**src/shared/synth_ctrl_pkg.sv**
```systemverilog
// Constants and carrier types for the synthesizer top-level control registers
package synth_ctrl_pkg;

	// Serial frame layout: one direction bit, seven address bits, sixteen data bits
	localparam int unsigned FRAME_BITS = 24;
	localparam int unsigned ADDR_W = 7;
	localparam int unsigned DATA_W = 16;
	localparam int unsigned HEAD_BITS = 8;
	localparam logic [4:0] FRAME_BITS_C = 5'h18;
	localparam logic [4:0] HEAD_BITS_C = 5'h08;

	// Register offsets
	localparam logic [6:0] ADDR_MAIN_CTRL = 7'h00;
	localparam logic [6:0] ADDR_CAL_CLK = 7'h01;
	localparam logic [6:0] ADDR_RSVD_TWO = 7'h02;
	localparam logic [6:0] ADDR_ACAL_TIMING = 7'h04;
	localparam logic [6:0] ADDR_RSVD_SEVEN = 7'h07;

	// Field positions
	localparam int unsigned BIT_POWERDOWN = 0;
	localparam int unsigned BIT_RESET_CMD = 1;
	localparam int unsigned BIT_MUXOUT_SEL = 2;
	localparam int unsigned BIT_LD_EN = 13;
	localparam int unsigned CAL_DIV_LSB = 0;
	localparam int unsigned CAL_DIV_W = 3;
	localparam int unsigned SETTLE_LSB = 8;
	localparam int unsigned SETTLE_W = 8;

	// Reset values of the whole words (field defaults, reserved bits at the map pattern)
	localparam logic [15:0] RST_MAIN_CTRL = 16'h201c;
	localparam logic [15:0] RST_CAL_CLK = 16'h0003;
	localparam logic [15:0] RST_RSVD_TWO = 16'h0000;
	localparam logic [15:0] RST_ACAL_TIMING = 16'h1900;
	localparam logic [15:0] RST_RSVD_SEVEN = 16'h0000;

	// Decoded configuration handed to the analog and calibration logic
	typedef struct packed {
		logic powerdown;
		logic muxout_sel;
		logic lock_detect_en;
		logic [2:0] cal_clk_div;
		logic [7:0] amplitude_cal_settle_delay;
	} ctrl_cfg_s;

	// One decoded serial frame
	typedef struct packed {
		logic rd;
		logic [6:0] addr;
		logic [15:0] data;
	} frame_s;

endpackage : synth_ctrl_pkg

```
**src/design/serial_frame_rx.sv**
```systemverilog
// Serial interface receiver: pin synchronisers, bit shifter and frame framing
`timescale 1ns/10ps
module serial_frame_rx
	import synth_ctrl_pkg::*;
(
	// Clock and reset
	input wire logic sys_clk_i,
	input wire logic nrst_i,
	// Serial pins
	input wire logic sclk_i,
	input wire logic sdi_i,
	input wire logic cs_n_i,
	// Decoded frame
	output frame_s frame_o,
	output logic head_valid_o,
	output logic frame_done_o,
	output logic sclk_fall_o
);

	localparam int unsigned NPIN = 3;

	logic [NPIN-1:0] pin_raw;
	logic [NPIN-1:0] filt_q;
	logic [NPIN-1:0] s1_q;
	logic [NPIN-1:0] s2_q;
	logic [NPIN-1:0] s3_q;
	logic [NPIN-1:0] agree;
	logic [NPIN-1:0] rise;
	logic [NPIN-1:0] fall;
	logic [23:0] shift_q;
	logic [4:0] count_q;
	logic head_q;
	logic done_q;

	assign pin_raw = {cs_n_i, sdi_i, sclk_i};

	// Three-stage synchroniser per pin; a change is taken once stages two and three agree
	genvar g;
	generate
		for (g = 0; g < NPIN; g++)
		begin : g_sync
			always_ff @(posedge sys_clk_i or negedge nrst_i)
			begin
				if (!nrst_i)
				begin
					// Select stages start at its idle high level so no false edge follows reset
					s1_q[g] <= (g == 2) ? 1'b1 : 1'b0;
					s2_q[g] <= (g == 2) ? 1'b1 : 1'b0;
					s3_q[g] <= (g == 2) ? 1'b1 : 1'b0;
					filt_q[g] <= (g == 2) ? 1'b1 : 1'b0;
				end
				else
				begin
					s1_q[g] <= pin_raw[g];
					s2_q[g] <= s1_q[g];
					s3_q[g] <= s2_q[g];
					if (agree[g])
						filt_q[g] <= s3_q[g];
				end
			end
			assign agree[g] = (s2_q[g] == s3_q[g]);
			assign rise[g] = agree[g] & s3_q[g] & ~filt_q[g];
			assign fall[g] = agree[g] & ~s3_q[g] & filt_q[g];
		end
	endgenerate

	// Bits are taken MSB first on sclk rising while the select is low
	always_ff @(posedge sys_clk_i or negedge nrst_i)
	begin
		if (!nrst_i)
		begin
			shift_q <= 24'h000000;
			count_q <= 5'h00;
		end
		else if (filt_q[2] || fall[2])
		begin
			count_q <= 5'h00;
		end
		else if (rise[0] && count_q != FRAME_BITS_C)
		begin
			shift_q <= {shift_q[22:0], filt_q[1] | rise[1]};
			count_q <= count_q + 5'h01;
		end
	end

	// Header pulse once direction and address are in; frame pulse on select release
	always_ff @(posedge sys_clk_i or negedge nrst_i)
	begin
		if (!nrst_i)
		begin
			head_q <= 1'b0;
			done_q <= 1'b0;
		end
		else
		begin
			head_q <= rise[0] && !filt_q[2] && count_q == HEAD_BITS_C - 5'h01;
			done_q <= rise[2] && count_q == FRAME_BITS_C;
		end
	end

	assign frame_o = (count_q == HEAD_BITS_C) ? frame_s'({shift_q[7:0], 16'h0000}) : frame_s'(shift_q);
	assign head_valid_o = head_q;
	assign frame_done_o = done_q;
	assign sclk_fall_o = fall[0] & ~filt_q[2];

endmodule : serial_frame_rx

```
**src/design/synth_top_control_regs.sv**
```systemverilog
// Top-level control registers: device reset, power-down, calibration clock and amplitude settle delay
//
// Summary of operation
// - Writing one to the reset bit resets the device; the bit self-clears, reads zero.
// - Power-down bit at one stops the calibration clock and settle timer, serial access stays up; zero runs them.
// - Calibration clock is the reference input divided by two to the exponent field.
// - Eight-bit settle delay field sets the amplitude calibration wait, default 25.
`timescale 1ns/10ps
module synth_top_control_regs
	import synth_ctrl_pkg::*;
#(
	parameter logic [15:0] MAIN_CTRL_RESET = RST_MAIN_CTRL,
	parameter logic [15:0] CAL_CLK_RESET = RST_CAL_CLK,
	parameter logic [15:0] RSVD_TWO_RESET = RST_RSVD_TWO,
	parameter logic [15:0] ACAL_TIMING_RESET = RST_ACAL_TIMING,
	parameter logic [15:0] RSVD_SEVEN_RESET = RST_RSVD_SEVEN
)
(
	// Clock (the reference input) and reset
	input wire logic sys_clk_i,
	input wire logic nrst_i,
	// Serial interface pins
	input wire logic sclk_i,
	input wire logic sdi_i,
	input wire logic cs_n_i,
	output logic muxout_o,
	// Lock indication fed to the multiplexed output
	input wire logic lock_detect_i,
	// Amplitude calibration settle timer
	input wire logic acal_start_i,
	output logic acal_settle_busy_o,
	output logic acal_settle_done_o,
	// Device control
	output ctrl_cfg_s ctrl_cfg_o,
	output logic device_reset_o,
	output logic cal_clk_en_o
);

	frame_s frame;
	logic head_valid;
	logic frame_done;
	logic sclk_fall;

	logic [15:0] main_ctrl_q;
	logic [15:0] cal_clk_q;
	logic [15:0] rsvd_two_q;
	logic [15:0] acal_timing_q;
	logic [15:0] rsvd_seven_q;
	logic soft_reset_q;
	logic wr_main;
	logic wr_cal;
	logic wr_two;
	logic wr_acal;
	logic wr_seven;
	logic [15:0] rd_word;
	logic [15:0] rd_shift_q;
	logic rd_first_q;
	logic muxout_q;
	logic [6:0] div_cnt_q;
	logic [6:0] div_mask;
	logic cal_tick_q;
	logic [7:0] settle_cnt_q;
	logic settle_busy_q;
	logic settle_done_q;

	serial_frame_rx u_rx (
		.sys_clk_i(sys_clk_i),
		.nrst_i(nrst_i),
		.sclk_i(sclk_i),
		.sdi_i(sdi_i),
		.cs_n_i(cs_n_i),
		.frame_o(frame),
		.head_valid_o(head_valid),
		.frame_done_o(frame_done),
		.sclk_fall_o(sclk_fall)
	);

	// Write decode: a frame commits only when complete and marked as a write
	assign wr_main = frame_done && !frame.rd && frame.addr == ADDR_MAIN_CTRL;
	assign wr_cal = frame_done && !frame.rd && frame.addr == ADDR_CAL_CLK;
	assign wr_two = frame_done && !frame.rd && frame.addr == ADDR_RSVD_TWO;
	assign wr_acal = frame_done && !frame.rd && frame.addr == ADDR_ACAL_TIMING;
	assign wr_seven = frame_done && !frame.rd && frame.addr == ADDR_RSVD_SEVEN;

	// Reset command pulse; the stored bit never holds a one
	always_ff @(posedge sys_clk_i or negedge nrst_i)
	begin
		if (!nrst_i)
			soft_reset_q <= 1'b0;
		else
			soft_reset_q <= wr_main && frame.data[BIT_RESET_CMD];
	end

	// Main control word: power-down and other control bits
	always_ff @(posedge sys_clk_i or negedge nrst_i)
	begin
		if (!nrst_i)
			main_ctrl_q <= MAIN_CTRL_RESET;
		else if (soft_reset_q)
			main_ctrl_q <= MAIN_CTRL_RESET;
		else if (wr_main)
		begin
			main_ctrl_q <= frame.data;
			main_ctrl_q[BIT_RESET_CMD] <= 1'b0;
		end
	end

	// Calibration clock divider exponent word
	always_ff @(posedge sys_clk_i or negedge nrst_i)
	begin
		if (!nrst_i)
			cal_clk_q <= CAL_CLK_RESET;
		else if (soft_reset_q)
			cal_clk_q <= CAL_CLK_RESET;
		else if (wr_cal)
			cal_clk_q <= frame.data;
	end

	// Amplitude calibration timing word
	always_ff @(posedge sys_clk_i or negedge nrst_i)
	begin
		if (!nrst_i)
			acal_timing_q <= ACAL_TIMING_RESET;
		else if (soft_reset_q)
			acal_timing_q <= ACAL_TIMING_RESET;
		else if (wr_acal)
			acal_timing_q <= frame.data;
	end

	// Reserved words are stored as written so the host pattern reads back
	always_ff @(posedge sys_clk_i or negedge nrst_i)
	begin
		if (!nrst_i)
		begin
			rsvd_two_q <= RSVD_TWO_RESET;
			rsvd_seven_q <= RSVD_SEVEN_RESET;
		end
		else if (soft_reset_q)
		begin
			rsvd_two_q <= RSVD_TWO_RESET;
			rsvd_seven_q <= RSVD_SEVEN_RESET;
		end
		else
		begin
			if (wr_two)
				rsvd_two_q <= frame.data;
			if (wr_seven)
				rsvd_seven_q <= frame.data;
		end
	end

	// Readback word selection
	always_comb
	begin
		unique case (frame.addr)
			ADDR_MAIN_CTRL: rd_word = main_ctrl_q;
			ADDR_CAL_CLK: rd_word = cal_clk_q;
			ADDR_RSVD_TWO: rd_word = rsvd_two_q;
			ADDR_ACAL_TIMING: rd_word = acal_timing_q;
			ADDR_RSVD_SEVEN: rd_word = rsvd_seven_q;
			default: rd_word = 16'h0000;
		endcase
	end

	// Read data loads after the header and shifts out MSB first on sclk falling edges
	// The falling edge that closes the header is skipped so bit 15 stands for the first data rising edge
	always_ff @(posedge sys_clk_i or negedge nrst_i)
	begin
		if (!nrst_i)
		begin
			rd_shift_q <= 16'h0000;
			rd_first_q <= 1'b0;
		end
		else if (head_valid && frame.rd)
		begin
			rd_shift_q <= rd_word;
			rd_first_q <= 1'b1;
		end
		else if (sclk_fall && rd_first_q)
			rd_first_q <= 1'b0;
		else if (sclk_fall)
			rd_shift_q <= {rd_shift_q[14:0], 1'b0};
	end

	// Multiplexed output: lock indication or serial readback
	always_ff @(posedge sys_clk_i or negedge nrst_i)
	begin
		if (!nrst_i)
			muxout_q <= 1'b0;
		else if (main_ctrl_q[BIT_MUXOUT_SEL])
			muxout_q <= lock_detect_i & main_ctrl_q[BIT_LD_EN];
		else
			muxout_q <= rd_shift_q[15];
	end

	// Calibration clock enable: one pulse every 2^exponent reference cycles
	assign div_mask = 7'((8'h01 << cal_clk_q[CAL_DIV_LSB +: CAL_DIV_W]) - 8'h01);

	always_ff @(posedge sys_clk_i or negedge nrst_i)
	begin
		if (!nrst_i)
		begin
			div_cnt_q <= 7'h00;
			cal_tick_q <= 1'b0;
		end
		else if (main_ctrl_q[BIT_POWERDOWN] || soft_reset_q)
		begin
			div_cnt_q <= 7'h00;
			cal_tick_q <= 1'b0;
		end
		else
		begin
			cal_tick_q <= ((div_cnt_q & div_mask) == div_mask);
			div_cnt_q <= ((div_cnt_q & div_mask) == div_mask) ? 7'h00 : div_cnt_q + 7'h01;
		end
	end

	// Amplitude settle timer counts calibration clock ticks of the programmed delay
	always_ff @(posedge sys_clk_i or negedge nrst_i)
	begin
		if (!nrst_i)
		begin
			settle_cnt_q <= 8'h00;
			settle_busy_q <= 1'b0;
			settle_done_q <= 1'b0;
		end
		else if (main_ctrl_q[BIT_POWERDOWN] || soft_reset_q)
		begin
			settle_cnt_q <= 8'h00;
			settle_busy_q <= 1'b0;
			settle_done_q <= 1'b0;
		end
		else if (acal_start_i && !settle_busy_q)
		begin
			settle_cnt_q <= acal_timing_q[SETTLE_LSB +: SETTLE_W];
			settle_busy_q <= 1'b1;
			settle_done_q <= 1'b0;
		end
		else if (settle_busy_q && settle_cnt_q == 8'h00)
		begin
			settle_busy_q <= 1'b0;
			settle_done_q <= 1'b1;
		end
		else
		begin
			settle_done_q <= 1'b0;
			if (settle_busy_q && cal_tick_q)
				settle_cnt_q <= settle_cnt_q - 8'h01;
		end
	end

	assign ctrl_cfg_o.powerdown = main_ctrl_q[BIT_POWERDOWN];
	assign ctrl_cfg_o.muxout_sel = main_ctrl_q[BIT_MUXOUT_SEL];
	assign ctrl_cfg_o.lock_detect_en = main_ctrl_q[BIT_LD_EN];
	assign ctrl_cfg_o.cal_clk_div = cal_clk_q[CAL_DIV_LSB +: CAL_DIV_W];
	assign ctrl_cfg_o.amplitude_cal_settle_delay = acal_timing_q[SETTLE_LSB +: SETTLE_W];
	assign device_reset_o = soft_reset_q;
	assign cal_clk_en_o = cal_tick_q;
	assign muxout_o = muxout_q;
	assign acal_settle_busy_o = settle_busy_q;
	assign acal_settle_done_o = settle_done_q;

endmodule : synth_top_control_regs

```
**config.mk**
```make
export PLATFORM = sky130hd
export DESIGN_NAME = synth_top_control_regs
export DESIGN_NICKNAME = d
export VERILOG_FILES = /design/src/shared/synth_ctrl_pkg.sv /design/src/design/serial_frame_rx.sv /design/src/design/synth_top_control_regs.sv
export SDC_FILE = /design/constraint.sdc
export NUM_CORES = 1
export LEC_CHECK = 0
export ABC_AREA = 1
export BUFFER_PORTS_ARGS = -buffer_cell sky130_fd_sc_hd__clkbuf_2
export CAP_MARGIN = 10
export CORE_AREA = 2 2 120 122
export CTS_BUF_LIST = sky130_fd_sc_hd__clkbuf_16
export DETAILED_ROUTE_END_ITERATION = 8
export DIE_AREA = 0 0 122 124
export PLACE_DENSITY = 0.81
export SYNTH_ARGS = -nofsm -noshare
export SYNTH_HDL_FRONTEND = slang
export SYNTH_SLANG_ARGS = --single-unit
```
**constraint.sdc**
```tcl
create_clock -name sys_clk_i -period 2.65 [get_ports sys_clk_i]
set_clock_uncertainty 0.15 [all_clocks]
set_input_delay 0.265 -clock sys_clk_i [delete_from_list [all_inputs] [get_ports sys_clk_i]]
set_output_delay 0.265 -clock sys_clk_i [all_outputs]
set_load 0.05 [all_outputs]
```
# After elaboration in Yosys (flattened, before gate mapping)
# Cells that the tools add are included.
[totals]
regBits = 160
latch_bits = 0
ramBits = 0
mem_bits_ro = 0
output_inout_bits = 19
memories = 0
[classes]
addsub = 4
mul = 0
div_mod_pow = 0
n_lt_le_gt_ge = 0
eq_ne = 14
shift = 1
muxes = 33
bitwise = 20
n_reduce_logical = 36
[ops]
columns = ["cell", "n"]
rows = [
  ["16-bit two-way mux", 13],
  ["16-bit one-hot mux with 5 select lines", 1],
  ["8-bit two-way mux", 4],
  ["24-bit two-way mux", 1],
  ["1-bit logical AND", 16],
  ["2-bit nonzero test", 8],
  ["7-bit by 3-bit equality test with 1-bit output (second input constant)", 2],
  ["7-bit two-way mux", 2],
  ["1-bit AND", 12],
  ["1-bit two-way mux", 10],
  ["5-bit two-way mux", 2],
  ["8-bit logical NOT", 1],
  ["8-bit by 1-bit subtractor with 8-bit output (second input constant)", 1],
  ["7-bit by 1-bit adder with 7-bit output (second input constant)", 1],
  ["7-bit AND", 1],
  ["7-bit by 1-bit equality test with 1-bit output (second input constant)", 1],
  ["7-bit by 2-bit equality test with 1-bit output (second input constant)", 1],
  ["7-bit equality test", 1],
  ["7-bit logical NOT", 1],
  ["1-bit by 3-bit left shift with 7-bit output (first input constant)", 1],
  ["7-bit by 1-bit subtractor with 7-bit output (second input constant)", 1],
  ["1-bit inverter", 6],
  ["2-bit AND reduction", 3],
  ["3-bit nonzero test", 2],
  ["other kinds (11)", 16],
]

# Logic depth before layout (Yosys ltp)
[depth]
word_depth = 7
mapped_depth = 17
depth_no_buf = 15

# Hierarchy
# From an unflattened synthesis, not the netlist that was laid out.
[hier_totals]
cells_unflattened = 929
area_unflattened_um2 = 7855.0
[modules_own_cells]
columns = ["mod", "n_inst", "cells_each", "area_per_inst_um2"]
rows = [
  ["synth_top_control_regs", 1, 719, 5820.6],
  ["serial_frame_rx", 1, 210, 2034.5],
]

# Worst setup path after synthesis
# OpenSTA, ideal clock, no wires.
[synth_timing]
path_kind = "reg2reg"
startpoint = "reg soft_reset_q (netlist: device_reset_o)"
endpoint = "reg settle_cnt_q[3]"
setup_time_ns = 0.121
arrival_ns = 1.839
required_time_ns = 2.379
slack_ns = 0.540
path_stages_with_launch = 8
synth_period_minus_slack_ns = 2.110
cell_sequence = "dfrtp_1 nor2_2 inv_1 nor2_1 nand2_1 nand2_2 inv_1 a22o_1"
[synth_via]
elab_chain_cells = 3
word_cells_on_any_way = 5
[synth_lines]
columns = ["item", "line_no", "source"]
rows = [
  ["from (decl)", "synth_top_control_regs.sv:49", "logic soft_reset_q;"],
  ["from (signal assigned)", "synth_top_control_regs.sv:91", "soft_reset_q <= wr_main && frame.data[BIT_RESET_CMD];"],
  ["1-bit logical OR *", "synth_top_control_regs.sv:227", "else if (main_ctrl_q[BIT_POWERDOWN] || soft_reset_q)"],
  ["3-bit != test (no line) or 3-bit nonzero test (tied branches)", "--", ""],
  ["2-bit AND reduction (no line)", "--", ""],
  ["to (signal assigned)", "synth_top_control_regs.sv:235", "settle_cnt_q <= acal_timing_q[SETTLE_LSB +: SETTLE_W];"],
  ["to (signal assigned)", "synth_top_control_regs.sv:248", "settle_cnt_q <= settle_cnt_q - 8'h01;"],
  ["to (decl)", "synth_top_control_regs.sv:62", "logic [7:0] settle_cnt_q;"],
]
# Mark *: on every way between the ends. The rest lies on a longest branch, timed or not.
# A chain may end at the register's enable or synchronous reset.

# Worst setup path in the final report
[layout_timing]
startpoint = "reg u_rx.count_q[0]"
endpoint = "reg acal_timing_q[7]"
[layout_via]
elab_chain_cells = 6
word_cells_on_any_way = 9
[layout_lines]
columns = ["item", "line_no", "source"]
rows = [
  ["from (decl)", "serial_frame_rx.sv:31", "logic [4:0] count_q;"],
  ["from (signal assigned)", "serial_frame_rx.sv:82", "count_q <= count_q + 5'h01;"],
  ["5-bit by 4-bit equality test with 1-bit output *", "serial_frame_rx.sv:101", "assign frame_o = (count_q == HEAD_BITS_C) ? frame_s'({shift_q[7:0], 16'h0000}) : frame_s'(shift_q);"],
  ["24-bit two-way mux *", "serial_frame_rx.sv:101", ""],
  ["parallel branches: the longest is 4 deep, another holds 7-bit by 3-bit equality test with 1-bit output", "--", ""],
  ["to (signal assigned)", "synth_top_control_regs.sv:127", "acal_timing_q <= frame.data;"],
  ["to (decl)", "synth_top_control_regs.sv:47", "logic [15:0] acal_timing_q;"],
]
# Mark *: on every way between the ends. The select of a mux whose other input is x is not followed.

==> flow_metrics.env <==
export IMPL_clock_sinks=159
export IMPL_drive_gt1_share_pct=15.4
export IMPL_ys_async_sr_fraction_pct=100
export IMPL_cts_root_buf="clkbuf_16"
export IMPL_fin_crit_sh_pct=93.2
export IMPL_path_class="flip-flop to flip-flop"
export IMPL_worst_path_max_fanout=14
export IMPL_total_power_mw=5.19
export IMPL_io_pins=26
export IMPL_place_hpwl_um=12200
export IMPL_synth_edff_count=0
export IMPL_antenna_left=0
export IMPL_drc_errors=0
export IMPL_ys_warn_count=0
export IMPL_first_pass_iters=6
export IMPL_initial_core_util_pct=56.8
export IMPL_ys_ff_latch=159
export IMPL_grt_start_max_net_pins=55
export IMPL_cts_made_buffers=17
export IMPL_ys_flop_type="dfrtp_1"
export IMPL_drt_iter0_drc=627
export IMPL_clk_pin_slew_worst_paths_ns=0.06
export IMPL_post_place_ws_ns=0.150
export IMPL_syn_cell_area_sq_um=7790
export IMPL_finalWirelength_um=18300
export IMPL_grt_pass1_vias=6016
export IMPL_routedWlPerCell_um=16.2
export IMPL_worstReg2RegEnd="acal_timing_q[7]"
export IMPL_clk_latency_ns=0.43
export IMPL_dieWidth_um=122
export IMPL_grt_use_total_pct=26.1
export IMPL_r2r_slack_ns=0.18
export IMPL_drv_slew=0
export IMPL_end_kind="flip-flop"
export IMPL_grt_remaining_overflow=0
export IMPL_gp_congestion=0.882
export IMPL_fin_area_sq_um=8610
export IMPL_nNetsFinal=953
export IMPL_crit_arrival_ns=2.61
export IMPL_max_vdd_ir_drop_v=0.000485
export IMPL_hp_class="primary input to asynchronous set/reset pin"
export IMPL_synthTopCellsByArea="dfrtp_1 47%, nand2_1 14%, o21ai_0 6.0%, dfstp_2 4.4%, nand3_1 3.6%"
export IMPL_syn_avg_cell_area_sq_um=8.56
export IMPL_final_core_util_pct=62.7
export IMPL_ys_top_cells_by_count="288 x nand2_1, 146 x dfrtp_1, 93 x o21ai_0, 74 x inv_1, 56 x nand3_1"
export IMPL_setup_viol=0
export IMPL_cts_max_path_buffers=2
export IMPL_ys_seq_area_share_pct=51.3
export IMPL_grt_pass1_wl_um=30000
export IMPL_netlist_area_leader_share_pct=46.9
export IMPL_portBuffers=25
export IMPL_outcome="finished, final reports clean"
export IMPL_antenna_found_initial=0
export IMPL_regToRegStartpoint="u_rx.count_q[0]"
export IMPL_worstRegToRegCells=11
export IMPL_syn2layout_area_growth_pct=10.5
export IMPL_cts_tree="done"
export IMPL_worst_slack_ns=0.179
export IMPL_dpl_cell_area_sq_um=7970
export IMPL_via_per_inst=5.58
export IMPL_num_rows=43
export IMPL_p_leak_nw=4.19
export IMPL_worst_pin_slew_ns=0.720
export IMPL_syn_inst=910
export IMPL_yosys_area_top_type="dfrtp_1"
export IMPL_rsz0062_at_grt="true"
export IMPL_finalHoldViolations=0
export IMPL_required_ns=2.79
export IMPL_cellPowerDensity_nw_per_um2=603
export IMPL_diodes=0
export IMPL_fmax_mhz=405
export IMPL_fin_crit_ns=2.47
export IMPL_crit_path_start_kind="flip-flop"
export IMPL_cap_violations=0
export IMPL_die_area_sq_um=15100
export IMPL_fin_setup_tns_ns=0
export IMPL_core_sq_um=13700
export IMPL_htreeDepth=4
export IMPL_synth_most_common_cell="nand2_1"
export IMPL_vias=6304
export IMPL_synth_cell_types=44
export IMPL_syn_num_nets=927
export IMPL_die_h_um=124
export IMPL_slew_headroom_pct=52.0
[registers in the layout (all words and copies together), names as in the netlist, 3 cells and up]
name,cells
acal_timing_q,16
cal_clk_q,16
div_cnt_q,7
main_ctrl_q,15
rd_shift_q,16
rsvd_seven_q,16
rsvd_two_q,16
settle_cnt_q,8
u_rx.count_q,5
u_rx.filt_q,3
u_rx.s1_q,3
u_rx.s2_q,3
u_rx.s3_q,3
u_rx.shift_q,24
[area by class of cell]
cell class | count | area, sq um
clock buffers | 17 | 425
clock inverters | 15 | 109
fillers | 1169 | 5110
inverters | 81 | 307
multi-input cells | 626 | 3180
flip-flops and latches | 159 | 4000
well taps | 180 | 225
repair buffers | 51 | 364
[repair_timing]
action                                  CTS  global route
hold buffers                              5             0
gates resized for setup                   0             3
setup buffers                             0             4
endpoints found under the setup margin    0            22
endpoints found under the hold margin    54             0
[routing by layer]
| metal | track usage, % | part of all wire [%] | vias up |
|---|---|---|---|
| met1 | 35.5 | 43 | 3006 |
| li1 | - | - | 2994 |
| met2 | 40.4 | 48 | 266 |
| met5 | 0 | 0 | - |
| met3 | 6.14 | 6.5 | 38 |
| met4 | 10.9 | 2.3 | 0 |
[stage by stage]
step | hold slack [ns] | instances
floorplan | -0.181 | 910
global placement | 0.0995 | 1086
detailed placement | 0.0999 | 1086
CTS | 0.209 | 1123
global route | 0.213 | 1129
finish | 0.207 | 1129
[worst max-delay path: stages, from the launching register on]
cell and delay, ns:
dfrtp_1 0.43, inv_1 0.08, ha_1 0.18, nand2_4 0.09, nor2_8 0.14, nand2_4 0.14
nand2_1 0.09, nand2_1 0.11, nand2_4 0.13, nor3_4 0.08, nor2_2 0.58, o21ai_1 0.13
[cells by family (layout without fill, tap and decap cells)]
kind of cell             after synthesis  count (layout)  synth area share (%)
AND/OR/NAND/NOR                      435             436                  25.0
flip-flops                           159             159                  51.3
AO/OA/AOI/OAI                        171             172                  12.9
buffers and inverters                127             164                  8.23
XOR/XNOR                               7               7                 0.787
multiplexers                           1               1                 0.145
adder cells (fa/ha/maj)               10              10                  1.61
[worst max path at each step]
stage / start / to / slack [ns] / cells after the start
2_1_floorplan: device_reset_o / settle_cnt_q[3] / 0.54 / 7
3_3_place_gp: u_rx.count_q[0] / rsvd_seven_q[11] / 0.25 / 9
3_5_place_dp: u_rx.count_q[0] / acal_timing_q[11] / 0.15 / 12
4_1_cts: u_rx.count_q[0] / acal_timing_q[11] / 0.14 / 12
5_1_grt: u_rx.count_q[0] / rd_shift_q[3] / -0.04 / 15
6_report: u_rx.count_q[0] / acal_timing_q[7] / 0.18 / 11
[cell usage in the layout (no fill, tap or decap), types with 4 or more instances in the layout]
cell type and instances:
inv_2 7, dlygate4sd3_1 5, o21bai_1 12, nand2_2 9
clkbuf_2 24, ha_1 10, nand3_1 56, a31oi_1 6
o21ai_2 13, buf_4 19, o22ai_1 5, nand2_4 11
xnor2_1 4, nor2_1 42, dfrtp_1 146, nor3_1 7
a21oi_1 13, nand4_1 5, dfstp_2 13, nand2_1 288
o21ai_1 16, inv_1 77, clkbuf_16 17, o21ai_0 93
clkinvlp_4 5, nor2_2 5
[power by group]
group	leakage [nW]	total, mW	internal [mW]	switching (mW)
Combinational	1.81	0.371	0.0936	0.277
Clock	0.261	2.23	1.26	0.971
Sequential	2.12	2.58	2.51	0.0701
Total	4.19	5.19	3.87	1.32
Power figures use the tool's default switching activity.
